[src/core/vld_pkg.sv]
// package: types and constants shared by the instruction decoder files
package vld_pkg;

  localparam logic [7:0] OPC_ESCAPE = 8'hfd;
  localparam logic [2:0] MAX_OPS = 3'h6;
  localparam logic [3:0] REG_PC = 4'hf;
  localparam logic [3:0] MODE_LIT_TOP = 4'h3;
  localparam logic [3:0] MODE_INDEX = 4'h4;
  localparam logic [3:0] MODE_REG = 4'h5;
  localparam logic [3:0] MODE_AUTODEC = 4'h7;
  localparam logic [3:0] MODE_AUTOINC = 4'h8;
  localparam logic [3:0] MODE_AUTOINC_DEF = 4'h9;
  localparam logic [3:0] EXT_LONG = 4'h4;

  localparam logic [11:0] OFS_CTRL = 12'h000;
  localparam logic [11:0] OFS_STATUS = 12'h004;
  localparam logic [11:0] OFS_FAULT_PC = 12'h008;
  localparam logic [11:0] OFS_INT_STAT = 12'h00c;
  localparam logic [11:0] OFS_INT_CLR = 12'h010;
  localparam logic [11:0] OFS_INT_EN = 12'h014;
  localparam logic RST_CTRL_EN = 1'b0;
  localparam logic [2:0] RST_INT_EN = 3'h0;
  localparam int INT_FAULT = 0;
  localparam int INT_UNPRED = 1;
  localparam int INT_ISSUE = 2;

  typedef enum logic [2:0] {
    ACC_NONE = 3'h0, ACC_R = 3'h1, ACC_M = 3'h2, ACC_W = 3'h3,
    ACC_A = 3'h4, ACC_V = 3'h5
  } vld_acc_e;
  typedef enum logic [1:0] {
    CC_KEEP = 2'h0, CC_RES = 2'h1, CC_CLR = 2'h2, CC_ONE = 2'h3
  } vld_cc_e;
  typedef enum logic [1:0] {
    SZ_B = 2'h0, SZ_W = 2'h1, SZ_L = 2'h2, SZ_Q = 2'h3
  } vld_sz_e;
  typedef enum logic [6:0] {
    S_OPC1 = 7'h01, S_OPC2 = 7'h02, S_LOOK = 7'h04, S_SPEC = 7'h08,
    S_EXT = 7'h10, S_DISP = 7'h20, S_DONE = 7'h40
  } vld_state_e;

  typedef struct packed {vld_acc_e acc; vld_sz_e sz;} vld_opd_s;
  typedef struct packed {
    logic known; logic [2:0] nops; vld_opd_s [5:0] opd; logic [1:0] disp_len;
    vld_cc_e cc_n; vld_cc_e cc_z; vld_cc_e cc_v; vld_cc_e cc_c;
    logic trap_iov; logic trap_idvz;
  } vld_info_s;
  typedef struct packed {logic valid; logic [7:0] data; logic [31:0] pc;} vld_qbyte_s;
  typedef struct packed {
    logic valid; logic [2:0] num; logic indexed; logic [3:0] idx_reg;
    logic [3:0] mode; logic [3:0] gen_reg; logic pcrel; vld_opd_s opd;
    logic [31:0] ext; logic unpred;
  } vld_spec_s;
  typedef struct packed {
    logic valid; logic [8:0] opcode; logic [31:0] pc; vld_info_s info;
    logic [31:0] disp; logic unpred;
  } vld_insn_s;
  typedef struct packed {logic valid; logic [31:0] pc; logic [8:0] opcode;} vld_fault_s;

endpackage : vld_pkg

[src/core/vld_opc_table.sv]
// opcode table: operand layout, displacement and flag effects per opcode
`timescale 1ns/10ps
`default_nettype none
module vld_opc_table (
  input wire logic [8:0] opcode,
  output vld_pkg::vld_info_s info
);
  import vld_pkg::*;

  function automatic vld_opd_s od(vld_acc_e a, vld_sz_e s);
    od.acc = a;
    od.sz = s;
  endfunction : od

  function automatic vld_sz_e sz_of(logic [7:0] op);
    unique case (op[7:4])
      4'h8, 4'h9: sz_of = SZ_B;
      4'ha, 4'hb: sz_of = SZ_W;
      default: sz_of = SZ_L;
    endcase
  endfunction : sz_of

  vld_sz_e s;
  vld_opd_s n;

  always_comb begin
    s = sz_of(opcode[7:0]);
    n = od(ACC_NONE, SZ_B);
    info = '0;
    info.known = ~opcode[8];
    if (!opcode[8]) begin
      unique case (opcode[7:0])
        8'h58, 8'h80, 8'hc0, 8'ha0, 8'hd8: begin
          info = '{1'b1, 3'h2, {n, n, n, n, od(ACC_M, s), od(ACC_R, s)},
                   2'h0, CC_RES, CC_RES, CC_RES, CC_RES, 1'b1, 1'b0};
          if (opcode[7:0] == 8'h58) info.opd[1:0] = {od(ACC_M, SZ_W), od(ACC_R, SZ_W)};
        end
        8'h81, 8'hc1, 8'ha1: info = '{1'b1, 3'h3, {n, n, n, od(ACC_W, s),
          od(ACC_R, s), od(ACC_R, s)}, 2'h0, CC_RES, CC_RES, CC_RES, CC_RES,
          1'b1, 1'b0};
        8'h78, 8'h79: info = '{1'b1, 3'h3, {n, n, n,
          od(ACC_W, opcode[0] ? SZ_Q : SZ_L), od(ACC_R, opcode[0] ? SZ_Q : SZ_L),
          od(ACC_R, SZ_B)}, 2'h0, CC_RES, CC_RES, CC_RES, CC_CLR, 1'b1, 1'b0};
        8'h8a, 8'hca, 8'haa, 8'h88, 8'hc8, 8'ha8: info = '{1'b1, 3'h2,
          {n, n, n, n, od(ACC_M, s), od(ACC_R, s)}, 2'h0, CC_RES, CC_RES,
          CC_CLR, CC_KEEP, 1'b0, 1'b0};
        8'h8b, 8'hcb, 8'hab, 8'h89, 8'hc9, 8'ha9: info = '{1'b1, 3'h3,
          {n, n, n, od(ACC_W, s), od(ACC_R, s), od(ACC_R, s)}, 2'h0, CC_RES,
          CC_RES, CC_CLR, CC_KEEP, 1'b0, 1'b0};
        8'h93, 8'hd3, 8'hb3: info = '{1'b1, 3'h2, {n, n, n, n, od(ACC_R, s),
          od(ACC_R, s)}, 2'h0, CC_RES, CC_RES, CC_CLR, CC_KEEP, 1'b0, 1'b0};
        8'h94, 8'hd4, 8'hb4, 8'h7c: info = '{1'b1, 3'h1, {n, n, n, n, n,
          od(ACC_W, opcode[7:0] == 8'h7c ? SZ_Q : s)}, 2'h0, CC_CLR, CC_ONE,
          CC_CLR, CC_KEEP, 1'b0, 1'b0};
        8'h91, 8'hd1, 8'hb1: info = '{1'b1, 3'h2, {n, n, n, n, od(ACC_R, s),
          od(ACC_R, s)}, 2'h0, CC_RES, CC_RES, CC_CLR, CC_RES, 1'b0, 1'b0};
        8'h98, 8'h99, 8'h32: info = '{1'b1, 3'h2, {n, n, n, n,
          od(ACC_W, opcode[7:0] == 8'h99 ? SZ_W : SZ_L),
          od(ACC_R, opcode[7:0] == 8'h32 ? SZ_W : SZ_B)}, 2'h0, CC_RES,
          CC_RES, CC_CLR, CC_CLR, 1'b0, 1'b0};
        8'hf6, 8'hf7, 8'h33: info = '{1'b1, 3'h2, {n, n, n, n,
          od(ACC_W, opcode[7:0] == 8'hf7 ? SZ_W : SZ_B),
          od(ACC_R, opcode[7:0] == 8'h33 ? SZ_W : SZ_L)}, 2'h0, CC_RES,
          CC_RES, CC_RES, CC_CLR, 1'b1, 1'b0};
        8'h97, 8'hd7, 8'hb7, 8'h96, 8'hd6, 8'hb6: info = '{1'b1, 3'h1,
          {n, n, n, n, n, od(ACC_M, s)}, 2'h0, CC_RES, CC_RES, CC_RES, CC_RES,
          1'b1, 1'b0};
        8'h86, 8'hc6, 8'ha6: info = '{1'b1, 3'h2, {n, n, n, n, od(ACC_M, s),
          od(ACC_R, s)}, 2'h0, CC_RES, CC_RES, CC_RES, CC_CLR, 1'b1, 1'b1};
        8'h87, 8'hc7, 8'ha7: info = '{1'b1, 3'h3, {n, n, n, od(ACC_W, s),
          od(ACC_R, s), od(ACC_R, s)}, 2'h0, CC_RES, CC_RES, CC_RES, CC_CLR,
          1'b1, 1'b1};
        8'h7b: info = '{1'b1, 3'h4, {n, n, od(ACC_W, SZ_L), od(ACC_W, SZ_L),
          od(ACC_R, SZ_Q), od(ACC_R, SZ_L)}, 2'h0, CC_RES, CC_RES, CC_RES,
          CC_CLR, 1'b1, 1'b1};
        8'h7a: info = '{1'b1, 3'h4, {n, n, od(ACC_W, SZ_Q), od(ACC_R, SZ_L),
          od(ACC_R, SZ_L), od(ACC_R, SZ_L)}, 2'h0, CC_RES, CC_RES, CC_CLR,
          CC_CLR, 1'b0, 1'b0};
        8'h31: info.disp_len = 2'h2;
        default: begin
          // conditional and unconditional byte branches 11..1f
          if (opcode[7:4] == 4'h1 && opcode[3:0] != 4'h0) info.disp_len = 2'h1;
          else info.known = (opcode[7:0] == 8'h01);
        end
      endcase
    end
  end

endmodule : vld_opc_table
`default_nettype wire

[src/core/vld_spec_check.sv]
// operand specifier split, mode legality check and extension length
`timescale 1ns/10ps
`default_nettype none
module vld_spec_check (
  input wire logic [7:0] spec,
  input wire vld_pkg::vld_opd_s opd,
  input wire logic indexed,
  input wire logic [3:0] idx_reg,
  output logic [3:0] mode,
  output logic [3:0] gen_reg,
  output logic pcrel,
  output logic is_index,
  output logic [3:0] ext_len,
  output logic rsv,
  output logic unpred
);
  import vld_pkg::*;

  logic lit;
  logic auto;

  always_comb begin
    gen_reg = spec[3:0];
    mode = spec[7:4];
    pcrel = (spec[3:0] == REG_PC);
    lit = (spec[7:4] <= MODE_LIT_TOP);
    auto = (mode == MODE_AUTODEC) || (mode == MODE_AUTOINC)
        || (mode == MODE_AUTOINC_DEF);
    is_index = (mode == MODE_INDEX) && !indexed;
    rsv = lit && (opd.acc != ACC_R || indexed);
    if (indexed && (mode == MODE_INDEX || mode == MODE_REG)) rsv = 1'b1;
    if (mode == MODE_REG && opd.acc == ACC_A) rsv = 1'b1;
    unpred = 1'b0;
    if (is_index && pcrel) unpred = 1'b1;
    if (mode == MODE_REG && !pcrel && (opd.sz == SZ_Q || opd.acc == ACC_V))
      unpred = 1'b1;
    if (indexed && auto && !pcrel && gen_reg == idx_reg) unpred = 1'b1;
    if (pcrel && mode == MODE_AUTOINC && (indexed || opd.acc == ACC_M
        || opd.acc == ACC_W || opd.acc == ACC_V)) unpred = 1'b1;
    if (!pcrel && (mode == MODE_REG || mode == MODE_INDEX)) unpred = unpred;
    unique case (mode)
      4'ha, 4'hb: ext_len = 4'h1;
      4'hc, 4'hd: ext_len = 4'h2;
      4'he, 4'hf: ext_len = EXT_LONG;
      MODE_AUTOINC: ext_len = pcrel ? 4'(4'h1 << opd.sz) : 4'h0;
      MODE_AUTOINC_DEF: ext_len = pcrel ? EXT_LONG : 4'h0;
      default: ext_len = 4'h0;
    endcase
  end

endmodule : vld_spec_check
`default_nettype wire

[src/core/vld_decoder.sv]
// variable length instruction decoder with apb control and interrupts
//
// What this block does
// - first opcode byte fd means a second opcode byte follows
// - any other first byte is a complete one-byte opcode
// - zero to six operand specifiers follow, count set by opcode
// - specifier low nibble is register, high nibble is mode; extensions follow
// - register 15 selects pc-relative modes, others general register modes
// - literal modes only for read operands, never as indexed base
// - index mode base must be indexable; index, register, literal fault
// - pc as index register gives unpredictable result
// - register mode on quad or field unpredictable; address access faults
// - auto modes indexed by own base register are unpredictable
// - branch displacement of one or two bytes after specifiers, sign-extended
// - add opcodes update all four flags, may trap integer overflow
// - bit clear/set/test set n and z, clear v, keep c
// - arithmetic shifts set n z v, clear c, may trap overflow
// - narrowing converts set v and trap; widening clear v; all clear c
// - divides set n z v, clear c, trap overflow or divide by zero
// - extended divide: long divisor, quad dividend, traps, clears c
// - extended multiply sets n z, clears v and c
`timescale 1ns/10ps
`default_nettype none
module vld_decoder (
  input wire logic pclk,
  input wire logic presetn,
  input wire logic [11:0] paddr,
  input wire logic psel,
  input wire logic penable,
  input wire logic pwrite,
  input wire logic [31:0] pwdata,
  output logic [31:0] prdata,
  output logic pready,
  output logic pslverr,
  input wire vld_pkg::vld_qbyte_s qbyte,
  output logic byte_ready,
  output vld_pkg::vld_spec_s spec_out,
  output vld_pkg::vld_insn_s insn_out,
  output vld_pkg::vld_fault_s fault_out,
  output logic irq
);
  import vld_pkg::*;

  typedef struct packed {
    vld_state_e st;
    logic rdy;
    logic [8:0] opc;
    logic [31:0] pc;
    logic [2:0] opn;
    logic indexed;
    logic [3:0] idx_reg;
    logic [3:0] ext_left;
    logic [1:0] ext_pos;
    logic disp_pos;
    logic [15:0] disp;
    logic unp;
    vld_spec_s cur;
    vld_spec_s spec_o;
    vld_insn_s insn_o;
    vld_fault_s fault_o;
    logic pready;
    logic pslverr;
    logic [31:0] prdata;
    logic ctrl_en;
    logic [2:0] int_stat;
    logic [2:0] int_en;
    logic [31:0] fault_pc;
    logic [15:0] icount;
    logic irq;
  } vld_regs_s;

  vld_regs_s r;
  vld_regs_s next_r;
  vld_info_s info;
  logic [3:0] c_mode;
  logic [3:0] c_reg;
  logic c_pcrel;
  logic c_index;
  logic [3:0] c_ext;
  logic c_rsv;
  logic c_unp;
  logic take;
  logic apb_done;
  logic [2:0] int_set;

  vld_opc_table u_table (
    .opcode(r.opc),
    .info(info)
  );

  vld_spec_check u_check (
    .spec(qbyte.data),
    .opd(info.opd[r.opn]),
    .indexed(r.indexed),
    .idx_reg(r.idx_reg),
    .mode(c_mode),
    .gen_reg(c_reg),
    .pcrel(c_pcrel),
    .is_index(c_index),
    .ext_len(c_ext),
    .rsv(c_rsv),
    .unpred(c_unp)
  );

  // state to take once `done` operands have been collected
  function automatic vld_state_e after_ops(logic [2:0] done, vld_info_s inf);
    if (done < inf.nops && done < MAX_OPS) after_ops = S_SPEC;
    else if (inf.disp_len != 2'h0) after_ops = S_DISP;
    else after_ops = S_DONE;
  endfunction : after_ops

  function automatic logic reg_known(logic [11:0] a);
    reg_known = (a == OFS_CTRL) || (a == OFS_STATUS) || (a == OFS_FAULT_PC)
      || (a == OFS_INT_STAT) || (a == OFS_INT_CLR) || (a == OFS_INT_EN);
  endfunction : reg_known

  assign take = qbyte.valid && r.rdy;
  assign apb_done = psel && penable && r.pready;

  always_comb begin
    next_r = r;
    int_set = 3'h0;
    next_r.spec_o.valid = 1'b0;
    next_r.insn_o.valid = 1'b0;
    next_r.fault_o.valid = 1'b0;
    unique case (r.st)
      S_OPC1: if (take) begin
        next_r.pc = qbyte.pc;
        next_r.opc = {1'b0, qbyte.data};
        next_r.opn = 3'h0;
        next_r.unp = 1'b0;
        next_r.indexed = 1'b0;
        next_r.disp = 16'h0;
        next_r.disp_pos = 1'b0;
        next_r.st = (qbyte.data == OPC_ESCAPE) ? S_OPC2 : S_LOOK;
      end
      S_OPC2: if (take) begin
        next_r.opc = {1'b1, qbyte.data};
        next_r.st = S_LOOK;
      end
      S_LOOK: next_r.st = after_ops(3'h0, info);
      S_SPEC: if (take) begin
        next_r.cur = '0;
        next_r.cur.num = r.opn;
        next_r.cur.indexed = r.indexed;
        next_r.cur.idx_reg = r.idx_reg;
        next_r.cur.mode = c_mode;
        next_r.cur.gen_reg = c_reg;
        next_r.cur.pcrel = c_pcrel;
        next_r.cur.opd = info.opd[r.opn];
        next_r.cur.unpred = c_unp || (r.indexed && r.cur.unpred);
        next_r.unp = r.unp || c_unp;
        if (c_unp) int_set[INT_UNPRED] = 1'b1;
        if (c_rsv) begin
          // the instruction is dropped, insn_out is not issued for it; specifiers already decoded stay issued
          next_r.fault_o = '{1'b1, r.pc, r.opc};
          next_r.fault_pc = r.pc;
          int_set[INT_FAULT] = 1'b1;
          next_r.st = S_OPC1;
        end else if (c_index) begin
          next_r.indexed = 1'b1;
          next_r.idx_reg = c_reg;
        end else if (c_ext != 4'h0) begin
          next_r.ext_left = c_ext;
          next_r.ext_pos = 2'h0;
          next_r.st = S_EXT;
        end else begin
          next_r.spec_o = next_r.cur;
          next_r.spec_o.valid = 1'b1;
          next_r.indexed = 1'b0;
          next_r.opn = r.opn + 3'h1;
          next_r.st = after_ops(r.opn + 3'h1, info);
        end
      end
      S_EXT: if (take) begin
        // a quad immediate keeps bytes 0..2 in place; bytes 3..7 are all ORed into bits 31:24
        if (r.ext_left > EXT_LONG - 4'h4 && r.ext_pos <= 2'h3 &&
            (r.ext_left + {2'h0, r.ext_pos}) <= EXT_LONG + 4'h4)
          next_r.cur.ext = r.cur.ext | ({24'h0, qbyte.data} << {r.ext_pos, 3'h0});
        if (r.ext_pos != 2'h3) next_r.ext_pos = r.ext_pos + 2'h1;
        next_r.ext_left = r.ext_left - 4'h1;
        if (r.ext_left == 4'h1) begin
          next_r.spec_o = next_r.cur;
          next_r.spec_o.valid = 1'b1;
          next_r.indexed = 1'b0;
          next_r.opn = r.opn + 3'h1;
          next_r.st = after_ops(r.opn + 3'h1, info);
        end
      end
      S_DISP: if (take) begin
        if (!r.disp_pos) next_r.disp[7:0] = qbyte.data;
        else next_r.disp[15:8] = qbyte.data;
        next_r.disp_pos = 1'b1;
        if (r.disp_pos || info.disp_len == 2'h1) next_r.st = S_DONE;
      end
      S_DONE: begin
        next_r.insn_o.valid = 1'b1;
        next_r.insn_o.opcode = r.opc;
        next_r.insn_o.pc = r.pc;
        next_r.insn_o.info = info;
        next_r.insn_o.unpred = r.unp;
        next_r.insn_o.disp = (info.disp_len == 2'h2)
          ? {{16{r.disp[15]}}, r.disp}
          : {{24{r.disp[7]}}, r.disp[7:0]};
        next_r.icount = r.icount + 16'h1;
        int_set[INT_ISSUE] = 1'b1;
        next_r.st = S_OPC1;
      end
    endcase

    // register bus: answer one cycle after the access phase starts
    next_r.pready = psel && penable && !r.pready;
    if (psel && penable && !r.pready) begin
      next_r.pslverr = !reg_known(paddr) || (pwrite && (paddr == OFS_STATUS
        || paddr == OFS_FAULT_PC || paddr == OFS_INT_STAT));
      next_r.prdata = 32'h0;
      if (!pwrite) begin
        unique case (paddr)
          OFS_CTRL: next_r.prdata = {31'h0, r.ctrl_en};
          OFS_STATUS: next_r.prdata = {r.icount, r.opc, r.st};
          OFS_FAULT_PC: next_r.prdata = r.fault_pc;
          OFS_INT_STAT: next_r.prdata = {29'h0, r.int_stat};
          OFS_INT_EN: next_r.prdata = {29'h0, r.int_en};
          default: next_r.prdata = 32'h0;
        endcase
      end
    end else if (!psel) begin
      next_r.pslverr = 1'b0;
    end
    next_r.int_stat = r.int_stat;
    if (apb_done && pwrite) begin
      if (paddr == OFS_CTRL) next_r.ctrl_en = pwdata[0];
      if (paddr == OFS_INT_EN) next_r.int_en = pwdata[2:0];
      if (paddr == OFS_INT_CLR) next_r.int_stat = r.int_stat & ~pwdata[2:0];
    end
    // a new event wins over a clear in the same cycle
    next_r.int_stat = next_r.int_stat | int_set;
    next_r.irq = |(next_r.int_stat & next_r.int_en);
    next_r.rdy = ((next_r.st == S_OPC1) && next_r.ctrl_en)
      || (next_r.st == S_OPC2) || (next_r.st == S_SPEC)
      || (next_r.st == S_EXT) || (next_r.st == S_DISP);
  end

  always_ff @(posedge pclk or negedge presetn) begin
    if (!presetn) begin
      r <= '0;
      r.st <= S_OPC1;
      r.ctrl_en <= RST_CTRL_EN;
      r.int_en <= RST_INT_EN;
    end else begin
      r <= next_r;
    end
  end

  assign prdata = r.prdata;
  assign pready = r.pready;
  assign pslverr = r.pslverr;
  assign byte_ready = r.rdy;
  assign spec_out = r.spec_o;
  assign insn_out = r.insn_o;
  assign fault_out = r.fault_o;
  assign irq = r.irq;
endmodule : vld_decoder
`default_nettype wire

[config.mk]
export PLATFORM = sky130hd
export DESIGN_NAME = vld_decoder
export DESIGN_NICKNAME = d
export VERILOG_FILES = /design/src/core/vld_pkg.sv /design/src/core/vld_opc_table.sv /design/src/core/vld_spec_check.sv /design/src/core/vld_decoder.sv
export SDC_FILE = /design/constraint.sdc
export NUM_CORES = 1
export LEC_CHECK = 0
export ABC_AREA = 1
export BUFFER_PORTS_ARGS = -buffer_cell sky130_fd_sc_hd__buf_2
export CORE_UTILIZATION = 52
export CTS_CLUSTER_SIZE = 16
export DETAILED_ROUTE_END_ITERATION = 7
export PLACE_DENSITY_LB_ADDON = 0.08
export SYNTH_ARGS = -nofsm -noshare
export SYNTH_HDL_FRONTEND = slang
export SYNTH_HIERARCHICAL = 1
export SYNTH_SLANG_ARGS = --single-unit
[constraint.sdc]
create_clock -name pclk -period 3.5 [get_ports pclk]
set_clock_uncertainty 0.1 [all_clocks]
set_input_delay 0.175 -clock pclk [delete_from_list [all_inputs] [get_ports pclk]]
set_output_delay 0.175 -clock pclk [all_outputs]
set_load 0.02 [all_outputs]
==> qor.csv <==
metric;value;unit
synthesis-stage register bit count;397;
dpl cells;3258;
Crit Path Class;flip-flop to flip-flop;
Mapped Area;20610;um2
die footprint;40440;um2
Pleak;13.74;nW
count of different cell masters after synthesis;52;
fraction of the cycle the final worst path needs;1.124;
Reg area;9946;um2
die width;201.1;um
Final Util;0.6497;
total core area;38830;um2
Skew-Pair Late Insertion Delay;0.58;ns
unrepaired setup endpoints after global routing;true;
Initial Util;0.5308;
PwrDens;381.6;nW/um2
Rel. slew slack;0.1541;
critical path required time;3.86;ns
sw power;2.150;mW
Vias/cell;5.221;
r2r endpoint;byte_ready;
top cells by area in the synthesized netlist;dfrtp_1 48%, nand2_1 17%, buf_4 10%;
largest net degree at the start of global routing;102;
Worst-Margin Slew;1.268;ns
clock share of power;0.487;
grt total ovfl;0;
htree depth;2;
Multi-input gate area;8249;um2
syn avg cell area;7.843;um2
CTS tree;built;
CTS Buf Count;44;
Ys Warns;6;
CP Launch Type;flip-flop;
Post-synth top cells;956 x nand2_1, 396 x dfrtp_1, 281 x buf_4;
Sequential Power Share;0.477;
Synth Flop Type;dfrtp_1;
drt total wl;62690;um
Post-synth EDFFs;0;
failing checks;negative setup slack;
number of global-route vias before repair;18080;
CP most frequent cell;nand2_1;
hold crit path type;input pin to flip-flop;
max incr delay on CP;0.50;ns
CP max FO;6;
most frequent cell after synthesis;nand2_1;
Clock Tree Buf Depth;3;
IO Pins;345;
GRT Util Overall;0.3101;
non-filler cells, final;3463;
Placer Congestion;0.9921;
Vias;18080;
row cnt;72;
internal power;7.477;mW
Die Y;201.1;um
max-cap violations;0;
Clock Pin Slew Worst Setup and Hold Paths;0.06;ns
DRT antenna net count;0;
nature of the critical path endpoint;flip-flop;
biggest area consumer among synthesized cells;dfrtp_1;
flop-to-flop setup slack;-0.43;ns
switching share of power;0.2233;
Setup WS post-layout;-0.4344;ns
filler instances;3437;
Yosys top cell area share;0.4808;
FF-to-FF path depth;33;
First DRT Iteration DRCs;1122;
Highest Clock Rate;254.2;MHz
fin crit period;3.934;ns
Initial DRT Pass Iterations;6;
hold path startpoint;paddr[7];
Mapped Cells;2628;
Syn-to-layout area delta;22.39;%
worst hold path cell count;7;
Post-route DRC;0;
worst hold endpoint;r[55];
first-pass GRT wire length;98790;um
CTS Sinks;397;
nets@finish;3011;
sequential area share after synthesis;0.4821;
Reg-to-Reg Start;r[433];
Finish-stage setup viols;72;
CTS Root Cell;clkbuf_16;
Max stage delay cell, worst path;dfrtp_2;
layout cell share with drive strength beyond 1;0.2880;
ys async rst share;1.000;
maximum vdd drop;0.0003419;V
Hold Fails Final Rpt;0;
CP Data Arrival Time;4.30;ns
Wirelength per Cell;18.10;um
status;finished with violations;
hpwl dp;42660;um
combinational share of power;0.036;
final slew viol count;0;
Port Buf Inserts;315;
initial antenna violation count;1;
## sequential cells by signal (all words and copies together), names as in the netlist
name        flops
pready          1
byte_ready      1
prdata         32
r             190
spec_out       56
irq             1
insn_out      105
pslverr         1
fault_out      10
## per-stage QoR
stage	hold WS (ns)	cell area [um2]	TNS, ns	power (mW)	setup slack (ns)
after floorplan	-0.2206	20660	0	4.770	0.02777
after global placement	0.1850	21740	-47.59	4.962	-0.5246
after detailed placement	0.1851	21740	-49.39	4.964	-0.5085
after CTS	0.006025	24810	-15.85	9.688	-0.2780
after global routing	0.05103	25220	-48.06	9.912	-0.6945
final	0.03863	25230	-25.28	9.627	-0.4344
## cell type report
class / instances / area share
Antenna cell: 1 / 0.00009920
Sequential cell: 397 / 0.3943
Clock buffer: 59 / 0.04866
Tap cell: 518 / 0.02569
Inverter: 174 / 0.02758
Clock inverter: 21 / 0.009076
Multi-Input combinational cell: 1694 / 0.3270
Timing Repair Buffer: 599 / 0.1676
## metal layers
layer,share of wire,GRT usage,wire (um),up-vias
li1,-,-,-,8614
met1,0.44,0.4247,27360,8773
met2,0.47,0.4989,29470,563
met3,0.061,0.05313,3799,132
met4,0.033,0.1071,2048,0
met5,0,0,0,-
## critical path: cells and delay by family, from the launching register on
family	cells	cell delay, ns
flip-flops	1	0.50
AND/OR/NAND/NOR	23	2.22
AO/OA/AOI/OAI	4	0.37
buffers and inverters	6	0.60
## power by group through the flow
stage | registers (mW) | logic [mW] | clock network [mW]
2_1_floorplan | 4.68 | 0.0901 | 0
3_3_place_gp | 4.68 | 0.285 | 0
3_5_place_dp | 4.68 | 0.288 | 0
4_1_cts | 4.59 | 0.340 | 4.75
5_1_grt | 4.59 | 0.386 | 4.94
6_report | 4.59 | 0.348 | 4.69
## placed cells by master (no fill, tap or decap), types with 9 or more instances in the layout
master / netlist / layout
a21oi_1: 83 / 81
a31oi_1: 15 / 12
a32o_1: 9 / 9
buf_12: 0 / 10
buf_2: 18 / 314
buf_4: 281 / 194
buf_6: 1 / 18
clkbuf_16: 0 / 49
clkinv_2: 0 / 12
conb_1: 1 / 14
dfrtp_1: 396 / 388
dlygate4sd3_1: 0 / 52
ha_1: 10 / 10
inv_1: 151 / 135
inv_2: 17 / 24
nand2_1: 956 / 891
nand2_2: 11 / 61
nand2_4: 1 / 15
nand3_1: 102 / 94
nand3_2: 4 / 12
nand4_1: 17 / 17
nor2_1: 163 / 121
nor2_2: 21 / 36
nor2_4: 8 / 35
nor3_1: 42 / 40
o211ai_1: 15 / 15
o21ai_0: 165 / 130
o21ai_1: 7 / 36
xor2_1: 12 / 12
## how the worst max path moves through the flow
stage,start,end,slack (ns),depth (start not counted)
3_5_place_dp,r[431],spec_out[3],-0.51,29
2_1_floorplan,r[435],spec_out[25],0.03,28
5_1_grt,r[433],byte_ready,-0.69,34
3_3_place_gp,r[431],r[383],-0.52,25
4_1_cts,r[434],insn_out[51],-0.28,29
6_report,r[433],byte_ready,-0.43,33
## cells by family (layout without fill, tap and decap cells)
family	Yosys count	after routing	share of synthesized area
flip-flops	397	397	0.4821
adder cells (fa/ha/maj)	11	11	0.007042
other	1	15	0.0001819
AO/OA/AOI/OAI	320	320	0.08669
buffers and inverters	550	853	0.1528
XOR/XNOR	15	15	0.006374
AND/OR/NAND/NOR	1334	1334	0.2649
## what timing repair did
item                                    in CTS  in global routing
endpoints found under the setup margin     123                129
hold buffers                                52                  0
endpoints found under the hold margin      172                  0
setup buffers                               67                 10
cloned                                       5                  6
pin swaps                                   37                 44
resized for setup                          166                109
No activity file was read; power rests on OpenSTA's default activity.
